===== src/verilog/lvds_pixel_serializer_pkg.sv =====
// Constants for the single-channel pixel serializer.
// Assumes a 10 MHz system clock and an Avalon-MM register master.
package lvds_pixel_serializer_pkg;

    // Register map, byte addresses
    localparam logic [3:0]  CFG_ADDR        = 4'h0;
    localparam logic [3:0]  STATUS_ADDR     = 4'h4;

    // serializer_custom_config fields
    localparam int          MAP_LSB         = 0;
    localparam int          MAP_W           = 3;
    localparam int          DEPTH24_BIT     = 4;
    localparam int          ENABLE_BIT      = 8;
    localparam int          SOURCE_BIT      = 9;
    localparam logic [31:0] CFG_RESET       = 32'h0000_0000;

    // colour_map_select codes
    localparam logic [2:0]  MAP_LSB_FOURTH  = 3'h0;
    localparam logic [2:0]  MAP_MSB_FOURTH  = 3'h6;

    // Status fields
    localparam int          ACTIVE_BIT      = 0;
    localparam int          PIXCNT_LSB      = 16;
    localparam int          PIXCNT_W        = 16;

    // Link timing
    localparam int          SLOTS           = 7;
    localparam logic [6:0]  CLOCK_PATTERN   = 7'h63;
    localparam int          PIXCLK_MAX_MHZ  = 165;
    localparam int          SYS_CLK_MHZ     = 10;
    localparam int          ACTIVE_TIME_US  = 10;
    localparam int          ACTIVE_CYCLES   = ACTIVE_TIME_US * SYS_CLK_MHZ;
    localparam logic [7:0]  ACTIVE_CNT      = 8'(ACTIVE_CYCLES);

    // One controller's parallel word: rgb, de, vs, hs
    localparam int          PIX_W           = 27;

    typedef enum logic [0:0] {
        ST_IDLE  = 1'b0,
        ST_SHIFT = 1'b1
    } ser_state_e;

endpackage


===== src/verilog/lvds_pixel_serializer.sv =====
// Serializer from a display controller's parallel pixels onto lanes.
// Assumes pixel clocks well below the system clock; all controller
// pins are asynchronous and are synchronised before use.
`timescale 1ns/1ps

// Notes on behaviour
// RULE_01: Each lane carries seven bits per pixel
// RULE_02: 18-bit uses three lanes incl. sync, enable
// RULE_03: 24-bit adds six colour bits on lane 3
// RULE_04: LSB mapping puts colour bits 1:0 on lane 3
// RULE_05: MSB mapping puts colour bits 7:6 on lane 3
// RULE_06: Map select 0 picks LSB-on-lane-3 mapping
// RULE_07: Map select 6 picks MSB-on-lane-3 mapping
// RULE_08: Depth and mapping are software configurable
// RULE_09: Only channel A driven, no channel B
// RULE_10: Pixel clock at most 165 MHz; code needs eight system cycles per pixel, so 1.25 MHz at a 10 MHz system clock
// RULE_11: Either of two controllers may feed us
// RULE_12: Clock pair plus lanes 0-3, lane 3 24-bit only
// RULE_13: Clock pair fixed pattern over seven slots
module lvds_pixel_serializer
    import lvds_pixel_serializer_pkg::*;
(
    // System
    input  wire logic        clk_sys_in,
    input  wire logic        resetn_in,
    // Avalon-MM slave
    input  wire logic [3:0]  address_in,
    input  wire logic        read_in,
    input  wire logic        write_in,
    input  wire logic [31:0] writedata_in,
    input  wire logic [3:0]  byteenable_in,
    output logic      [31:0] readdata_out,
    output logic             waitrequest_out,
    // Display controller 0
    input  wire logic        ctrl0_pixel_clk_in,
    input  wire logic [23:0] ctrl0_rgb_in,
    input  wire logic        ctrl0_de_in,
    input  wire logic        ctrl0_vsync_in,
    input  wire logic        ctrl0_hsync_in,
    // Display controller 1
    input  wire logic        ctrl1_pixel_clk_in,
    input  wire logic [23:0] ctrl1_rgb_in,
    input  wire logic        ctrl1_de_in,
    input  wire logic        ctrl1_vsync_in,
    input  wire logic        ctrl1_hsync_in,
    // Channel A serial lines
    output logic             channel_a_clock_pair_out,
    output logic             channel_a_lane0_out,
    output logic             channel_a_lane1_out,
    output logic             channel_a_lane2_out,
    output logic             channel_a_lane3_out
);

    // Channel B has no ports at all: single channel only. see RULE_09

    // Pixel word to four 7-bit lane words, slot 6 sent first
    function automatic logic [27:0] map_lanes(
        input logic [PIX_W-1:0] pix,
        input logic             depth24,
        input logic [2:0]       map_sel
    );
        logic [7:0] r;
        logic [7:0] g;
        logic [7:0] b;
        logic       de;
        logic       vs;
        logic       hs;
        logic [5:0] r6;
        logic [5:0] g6;
        logic [5:0] b6;
        logic [1:0] rx;
        logic [1:0] gx;
        logic [1:0] bx;
        logic [6:0] l0;
        logic [6:0] l1;
        logic [6:0] l2;
        logic [6:0] l3;
        r  = pix[26:19];
        g  = pix[18:11];
        b  = pix[10:3];
        de = pix[2];
        vs = pix[1];
        hs = pix[0];
        if (depth24 && map_sel == MAP_MSB_FOURTH) begin
            // Not 18-bit compatible: 24-bit panels only. see RULE_05 RULE_07
            r6 = r[5:0];
            g6 = g[5:0];
            b6 = b[5:0];
            rx = r[7:6];
            gx = g[7:6];
            bx = b[7:6];
        end else begin
            // Lanes 0-2 equal 18-bit output. see RULE_04 RULE_06
            r6 = r[7:2];
            g6 = g[7:2];
            b6 = b[7:2];
            rx = r[1:0];
            gx = g[1:0];
            bx = b[1:0];
        end
        // Three lanes hold colour, enable and syncs. see RULE_02
        l0 = {g6[0], r6[5:0]};
        l1 = {b6[1:0], g6[5:1]};
        l2 = {de, vs, hs, b6[5:2]};
        // Extra colour bits on lane 3 in 24-bit only. see RULE_03 RULE_12
        l3 = depth24 ? {1'b0, bx, gx, rx} : 7'h00;
        return {l3, l2, l1, l0};
    endfunction

    // Configuration and bus state
    logic [31:0] cfg_r;
    logic [31:0] cfg_nxt;
    logic        waitreq_r;
    logic        waitreq_nxt;
    logic [31:0] rdata_r;
    logic [31:0] rdata_nxt;
    logic [15:0] pixcnt_r;
    logic [15:0] pixcnt_nxt;
    logic [7:0]  active_r;
    logic [7:0]  active_nxt;

    // Input synchroniser and edge detect
    logic [2*PIX_W+1:0] raw_all;
    logic [2*PIX_W+1:0] sync1_r;
    logic [2*PIX_W+1:0] sync2_r;
    logic [PIX_W:0]     sel_sync;
    logic               pclk_d_r;
    logic               capture;

    // Serializer state
    ser_state_e  state_r;
    ser_state_e  state_nxt;
    logic [2:0]  slot_r;
    logic [2:0]  slot_nxt;
    logic [27:0] word_r;
    logic [27:0] word_nxt;
    logic [6:0]  clkpat_r;
    logic [6:0]  clkpat_nxt;
    logic [4:0]  out_r;
    logic [4:0]  out_nxt;

    // Both sources synchronised, then chosen: no logic reads a raw pin.
    // Switch source only while both pixel clocks rest low.
    assign raw_all = {ctrl1_pixel_clk_in, ctrl1_rgb_in, ctrl1_de_in,
                      ctrl1_vsync_in, ctrl1_hsync_in,
                      ctrl0_pixel_clk_in, ctrl0_rgb_in, ctrl0_de_in,
                      ctrl0_vsync_in, ctrl0_hsync_in};

    always_ff @(posedge clk_sys_in or negedge resetn_in) begin
        if (!resetn_in) begin
            sync1_r  <= '0;
            sync2_r  <= '0;
            pclk_d_r <= 1'b0;
        end else begin
            sync1_r  <= raw_all;
            sync2_r  <= sync1_r;
            pclk_d_r <= sel_sync[PIX_W];
        end
    end

    always_comb begin
        if (cfg_r[SOURCE_BIT]) begin
            sel_sync = sync2_r[2*PIX_W+1 -: PIX_W+1]; // see RULE_11
        end else begin
            sel_sync = sync2_r[PIX_W:0];
        end
    end

    // Falling pixel edge: data sampled mid-period, away from its changes.
    // Needs at least eight system cycles per pixel. see RULE_10
    assign capture = pclk_d_r && !sel_sync[PIX_W] && cfg_r[ENABLE_BIT];

    // Register bus: one wait cycle, answer on the following edge
    always_comb begin
        cfg_nxt     = cfg_r;
        waitreq_nxt = !((read_in || write_in) && waitreq_r);
        rdata_nxt   = rdata_r;
        if (write_in && !waitreq_r && address_in == CFG_ADDR) begin
            // Depth, mapping and source under software. see RULE_08
            for (int i = 0; i < 4; i++) begin
                if (byteenable_in[i]) begin
                    cfg_nxt[i*8 +: 8] = writedata_in[i*8 +: 8];
                end
            end
        end
        if (read_in && waitreq_r) begin
            unique case (address_in)
                CFG_ADDR: begin
                    rdata_nxt = cfg_r;
                end
                STATUS_ADDR: begin
                    rdata_nxt[PIXCNT_LSB +: PIXCNT_W] = pixcnt_r;
                    rdata_nxt[ACTIVE_BIT]             = (active_r != 8'h00);
                end
                default: begin
                    rdata_nxt = 32'h0000_0000;
                end
            endcase
        end
    end

    // Config written at the completing edge; read data held till next read
    always_ff @(posedge clk_sys_in or negedge resetn_in) begin
        if (!resetn_in) begin
            cfg_r     <= CFG_RESET;
            waitreq_r <= 1'b1;
            rdata_r   <= 32'h0000_0000;
        end else begin
            cfg_r     <= cfg_nxt;
            waitreq_r <= waitreq_nxt;
            rdata_r   <= rdata_nxt;
        end
    end

    // Unused config bits are stored but ignored
    always_comb begin
        pixcnt_nxt = capture ? pixcnt_r + 16'h0001 : pixcnt_r;
        if (capture) begin
            active_nxt = ACTIVE_CNT;
        end else if (active_r != 8'h00) begin
            active_nxt = active_r - 8'h01;
        end else begin
            active_nxt = 8'h00;
        end
    end

    always_ff @(posedge clk_sys_in or negedge resetn_in) begin
        if (!resetn_in) begin
            pixcnt_r <= 16'h0000;
            active_r <= 8'h00;
        end else begin
            pixcnt_r <= pixcnt_nxt;
            active_r <= active_nxt;
        end
    end

    // Serializer: seven slots per pixel, then idle until next pixel
    always_comb begin
        state_nxt  = state_r;
        slot_nxt   = slot_r;
        word_nxt   = word_r;
        clkpat_nxt = clkpat_r;
        out_nxt    = out_r;
        if (capture) begin
            // Lanes rest low for a slot even with back-to-back pixels
            out_nxt    = {out_r[4], 4'h0};
            word_nxt   = map_lanes(sel_sync[PIX_W-1:0], cfg_r[DEPTH24_BIT],
                                   cfg_r[MAP_LSB +: MAP_W]);
            clkpat_nxt = CLOCK_PATTERN;
            slot_nxt   = 3'h0;
            state_nxt  = ST_SHIFT;
        end else begin
            unique case (state_r)
                ST_IDLE: begin
                    out_nxt = {out_r[4], 4'h0};
                end
                ST_SHIFT: begin
                    // Slot 6 of each lane first. see RULE_01
                    out_nxt = {clkpat_r[6], word_r[27], word_r[20],
                               word_r[13], word_r[6]};
                    for (int l = 0; l < 4; l++) begin
                        word_nxt[l*7 +: 7] = {word_r[l*7 +: 6], 1'b0};
                    end
                    // Clock pattern marks slot positions. see RULE_13
                    clkpat_nxt = {clkpat_r[5:0], clkpat_r[6]};
                    slot_nxt   = slot_r + 3'h1;
                    if (slot_r == 3'(SLOTS - 1)) begin
                        state_nxt = ST_IDLE;
                    end
                end
            endcase
        end
        if (!cfg_r[ENABLE_BIT]) begin
            out_nxt   = 5'h00;
            state_nxt = ST_IDLE;
        end
    end

    always_ff @(posedge clk_sys_in or negedge resetn_in) begin
        if (!resetn_in) begin
            state_r  <= ST_IDLE;
            slot_r   <= 3'h0;
            word_r   <= '0;
            clkpat_r <= 7'h00;
            out_r    <= 5'h00;
        end else begin
            state_r  <= state_nxt;
            slot_r   <= slot_nxt;
            word_r   <= word_nxt;
            clkpat_r <= clkpat_nxt;
            out_r    <= out_nxt;
        end
    end

    // Clock pair and four lanes of channel A. see RULE_12
    assign channel_a_clock_pair_out = out_r[4];
    assign channel_a_lane3_out      = out_r[3];
    assign channel_a_lane2_out      = out_r[2];
    assign channel_a_lane1_out      = out_r[1];
    assign channel_a_lane0_out      = out_r[0];
    assign readdata_out             = rdata_r;
    assign waitrequest_out          = waitreq_r;

endmodule


===== config.mk =====
export PLATFORM = sky130hd
export DESIGN_NAME = lvds_pixel_serializer
export DESIGN_NICKNAME = d
export VERILOG_FILES = /design/src/verilog/lvds_pixel_serializer_pkg.sv /design/src/verilog/lvds_pixel_serializer.sv
export SDC_FILE = /design/constraint.sdc
export NUM_CORES = 1
export LEC_CHECK = 0
export BUFFER_PORTS_ARGS = -buffer_cell sky130_fd_sc_hd__buf_2
export CAP_MARGIN = 15
export CORE_UTILIZATION = 39
export CTS_CLUSTER_SIZE = 20
export DETAILED_ROUTE_END_ITERATION = 16
export PLACE_DENSITY = 0.64
export SLEW_MARGIN = 20
export SYNTH_ARGS = -nofsm -noshare
export SYNTH_HDL_FRONTEND = slang
export SYNTH_SLANG_ARGS = --single-unit

===== constraint.sdc =====
create_clock -name clk_sys_in -period 2 [get_ports clk_sys_in]
set_clock_uncertainty 0.15 [all_clocks]
set_input_delay 0.1 -clock clk_sys_in [delete_from_list [all_inputs] [get_ports clk_sys_in]]
set_output_delay 0.1 -clock clk_sys_in [all_outputs]
set_load 0.02 [all_outputs]

==> flow_metrics.py <==
metrics = {
    "worst_setup_path": {
        "cp_slowest_stage_delay_ps": 430,
        "cell_breakdown_of_the_critical_path": "mux2i_1 > inv_2 > or3_1 > nor2_1 > xor2_1",
        "worst_r2r_endpoint": "pixcnt_r[9]$_DFFE_PN0N_",
        "critical_path_class": "reg2reg",
        "worstPathBufferInverterCount": 1,
        "worst_r2r_path_depth": 5,
        "endpoint_kind": "flop",
        "crit-reg2reg-launch": "cfg_r[9]$_DFFE_PN0P_",
        "startpoint_types": "flop",
        "data_arrival_time_at_the_worst_slack_endpoint_ps": 2120,
        "critPathRequiredTime_ps": 2290,
        "worstPathMaxFanout": 5,
        "timing.critical_path.max_delay_family": "simple AND/OR/NAND/NOR gates",
        "crit_path_top_delay_cell": "sky130_fd_sc_hd__or3_1",
        "worst-r2r-setup-slack_ps": 180,
    },
    "clocking": {
        "htree_levels": 1,
        "clk-insertion-delay-late_ps": 530,
        "cts_tree": "done",
        "cts.sink_count": 246,
        "cell_at_the_root_of_the_clock_tree": "sky130_fd_sc_hd__clkbuf_16",
        "worst_setup_hold_path_clk_slew_ps": 60,
        "clockBufferDepth": 3,
        "num_cts_buffers": 26,
    },
    "floorplan": {
        "initial_utilization": 0.3990,
        "die_width_um": 154.6,
        "die_height_um": 154.6,
        "die-area_mm2": 0.02392,
        "std_cell_rows": 55,
        "core_region_area_mm2": 0.02278,
        "floorplan.io_pins": 138,
    },
    "timing": {
        "max_clock_freq_mhz": 548.2,
        "slew_viol_final": 0,
        "max_slew.worst_pin.slew_ps": 475.2,
        "unrepaired_setup_endpoints_after_global_routing": "no",
        "final.min_clock_period_ps": 1824,
        "final-setup-viol-count": 0,
        "setup_tns_final_ps": 0,
        "worst_slew_margin_rel": 0.6832,
        "fraction_of_the_cycle_the_final_worst_path_needs": 0.9121,
        "hold_viol": 0,
    },
    "min_path": {
        "holdPathStages": 5,
        "worst_hold_path.endpoint": "readdata_out[13]$_DFFE_PN0P_",
        "hold_class": "in2reg",
        "timing.hold.worst.start": "address_in[2]",
    },
    "routing": {
        "detail_route.iter0.violations": 212,
        "routed_wire_length_per_instance_um": 14.44,
        "route.antenna.remaining_nets": 0,
        "avgViaCountPerCell": 4.663,
        "firstDrtPassIters": 4,
        "routed-via-count": 5707,
        "detail_route.drc_violations": 0,
        "finalWirelength_um": 17680,
    },
    "synth": {
        "synth_sequential_area_ratio": 0.6775,
        "yosysWarnings": 0,
        "mappedNetlistNets": 748,
        "netlist_top_cells_area": "sky130_fd_sc_hd__dfrtp_1 (67%), sky130_fd_sc_hd__mux4_2 (5.9%), sky130_fd_sc_hd__mux2i_1 (3.6%), sky130_fd_sc_hd__mux2_2 (3.5%), sky130_fd_sc_hd__nand2_1 (2.3%)",
        "yosys.area.top_type": "sky130_fd_sc_hd__dfrtp_1",
        "syn-instance-count": 643,
        "synth.avg_cell_area_um2": 14.13,
        "synth.distinct_cells": 43,
        "register_bit_total_from_synthesis": 246,
        "synthDominantCellAreaShare": 0.6747,
        "synth.cell_area_mm2": 0.009087,
    },
    "finish": {
        "fillCellCount": 1881,
        "num-nets-final": 999,
        "area_growth_pct": 33.35,
        "ff_latch_area_mm2": 0.006158,
        "layout-drive-gt1-share": 0.2931,
        "antenna_cells_inserted": 0,
        "area_of_combinational_cells_with_multiple_inputs_mm2": 0.002776,
    },
    "placed_design": {
        "dp.final_hpwl_um": 11310,
        "place.gp.congestion": 0.7330,
        "io_buffer_count": 137,
    },
    "grt": {
        "grt_pass1_wl_um": 29810,
        "grt-ovfl-total": 0,
        "grt_pass1_vias": 5979,
        "grt_max_degree": 63,
        "global_route.usage.total": 0.1544,
        "antenna_found_initial": 0,
    },
    "job": {
        "maxCapViolCount": 0,
    },
    "power": {
        "total_power_uw": 12300,
        "cellLeakagePower_uw": 0.005592,
        "powerDensity_mw_per_mm2": 1015,
        "vdd.ir_drop.worst_uv": 836.7,
    },
    "outcome": {
        "outcome": "finished, final reports clean",
    },
}
## worst max-delay path by stage
stage / startpoint / end / slack, ps / cells after the start
final: cfg_r[9]$_DFFE_PN0P_ / pixcnt_r[9]$_DFFE_PN0N_ / 180 / 5
after global routing: cfg_r[9]$_DFFE_PN0P_ / word_r[23]$_DFFE_PN0P_ / 9 / 5
after CTS: active_r[0]$_DFF_PN0_ / readdata_out[0]$_DFFE_PN0P_ / 160 / 6
after detailed placement: cfg_r[9]$_DFFE_PN0P_ / pixcnt_r[8]$_DFFE_PN0N_ / 170 / 5
after global placement: cfg_r[9]$_DFFE_PN0P_ / pixcnt_r[8]$_DFFE_PN0N_ / 220 / 5
after floorplan: cfg_r[4]$_DFFE_PN0P_ / word_r[16]$_DFFE_PN0P_ / 180 / 6
## metal layers
metal / routed length (µm) / vias up / part of all wire / global-route usage
met4: 413 / 0 / 0.023 / 0.04102
met5: 0 / - / 0 / 0
li1: - / 2737 / - / -
met3: 878 / 28 / 0.050 / 0.02942
met2: 8513 / 156 / 0.48 / 0.2612
met1: 7870 / 2786 / 0.45 / 0.2045
## flip-flops by register name (all words and copies together) (netlist names)
name	count
out_r	5
sync1_r	56
cfg_r	32
pclk_d_r	1
word_r	28
sync2_r	56
slot_r	3
clkpat_r	7
active_r	8
pixcnt_r	16
state_r	1
waitrequest_out	1
readdata_out	32
## cells by family after synthesis
| logic type | count (synthesis) | synth area share |
|---|---|---|
| flip-flops | 246 | 0.6775 |
| AND/OR/NAND/NOR | 163 | 0.08963 |
| multiplexers | 89 | 0.1355 |
| AO/OA/AOI/OAI | 80 | 0.05081 |
| buffers and inverters | 39 | 0.01941 |
| XOR/XNOR | 21 | 0.02024 |
| adder cells (fa/ha/maj) | 5 | 0.006884 |
## worst reg2reg max path, delay by kind of cell, from the launching register on
kind	cells	cell delay, ps
flops	1	400
simple gates	2	570
mux	1	340
xor+xnor	1	160
buf+inv	1	130
## final cells by class
cell class	instances	share of cell area
flip-flops and latches	246	0.5082
multi-input cells	358	0.2291
repair buffers	256	0.1584
clock buffers	33	0.05916
well taps	313	0.03232
clock inverters	12	0.01094
inverters	6	0.001859
## what timing repair did
| action | in CTS | in global routing |
|---|---|---|
| buffers inserted | 0 | 0 |
| gates resized for setup | 0 | 3 |
| endpoints found under the hold margin | 338 | 0 |
| hold buffers | 97 | 0 |
| setup endpoints to repair | 0 | 9 |
## cell usage in the layout, fill, tap and decap left out, types with 6 or more instances in the layout
master	count
sky130_fd_sc_hd__mux2_2	28
sky130_fd_sc_hd__buf_4	15
sky130_fd_sc_hd__dlygate4sd3_1	97
sky130_fd_sc_hd__nand3_1	13
sky130_fd_sc_hd__o21ai_0	21
sky130_fd_sc_hd__dfrtp_1	244
sky130_fd_sc_hd__buf_12	7
sky130_fd_sc_hd__clkinv_2	6
sky130_fd_sc_hd__mux2i_1	33
sky130_fd_sc_hd__clkbuf_16	26
sky130_fd_sc_hd__buf_2	136
sky130_fd_sc_hd__xnor2_1	11
sky130_fd_sc_hd__xor2_1	10
sky130_fd_sc_hd__a22oi_1	17
sky130_fd_sc_hd__nor2_1	49
sky130_fd_sc_hd__mux4_2	24
sky130_fd_sc_hd__a21oi_1	35
sky130_fd_sc_hd__nand2_1	56
## metrics by stage
stage | cell area [µm²] | setup slack, ps | hold WS [ps] | cells | util
floorplan | 9087 | 184.7 | -345.6 | 643 | -
global placement | 10280 | 215.2 | -76.34 | 1082 | 0.4513
detailed placement | 10280 | 171.3 | -78.43 | 1082 | 0.4513
CTS | 12100 | 156.3 | 4.347 | 1224 | 0.5312
global route | 12120 | 8.687 | 45.71 | 1224 | 0.5320
finish | 12120 | 175.7 | 27.61 | 1224 | 0.5320
## report_power, final
group / switching (µW) / internal, µW / leakage, µW
registers: 414 / 5640 / 0.00304
logic: 746 / 824 / 0.00213
clock network: 1890 / 2790 / 0.000418
## cell usage after synthesis, drive strengths merged
master / count
a211o: 1
a211oi: 3
a21boi: 1
a21oi: 35
a22o: 1
a22oi: 17
and2: 5
and3: 5
and3b: 1
and4: 1
buf: 13
clkbuf: 20
dfrtp: 245
dfstp: 1
ha: 5
inv: 6
mux2: 32
mux2i: 33
mux4: 24
nand2: 60
nand2b: 2
nand3: 14
nand3b: 5
nand4: 4
nand4b: 1
nor2: 49
nor2b: 3
nor3: 6
nor3b: 2
nor4: 1
nor4b: 2
o21ai: 21
o22ai: 1
or3: 2
xnor2: 11
xor2: 10
Power figures use the tool's default switching activity.
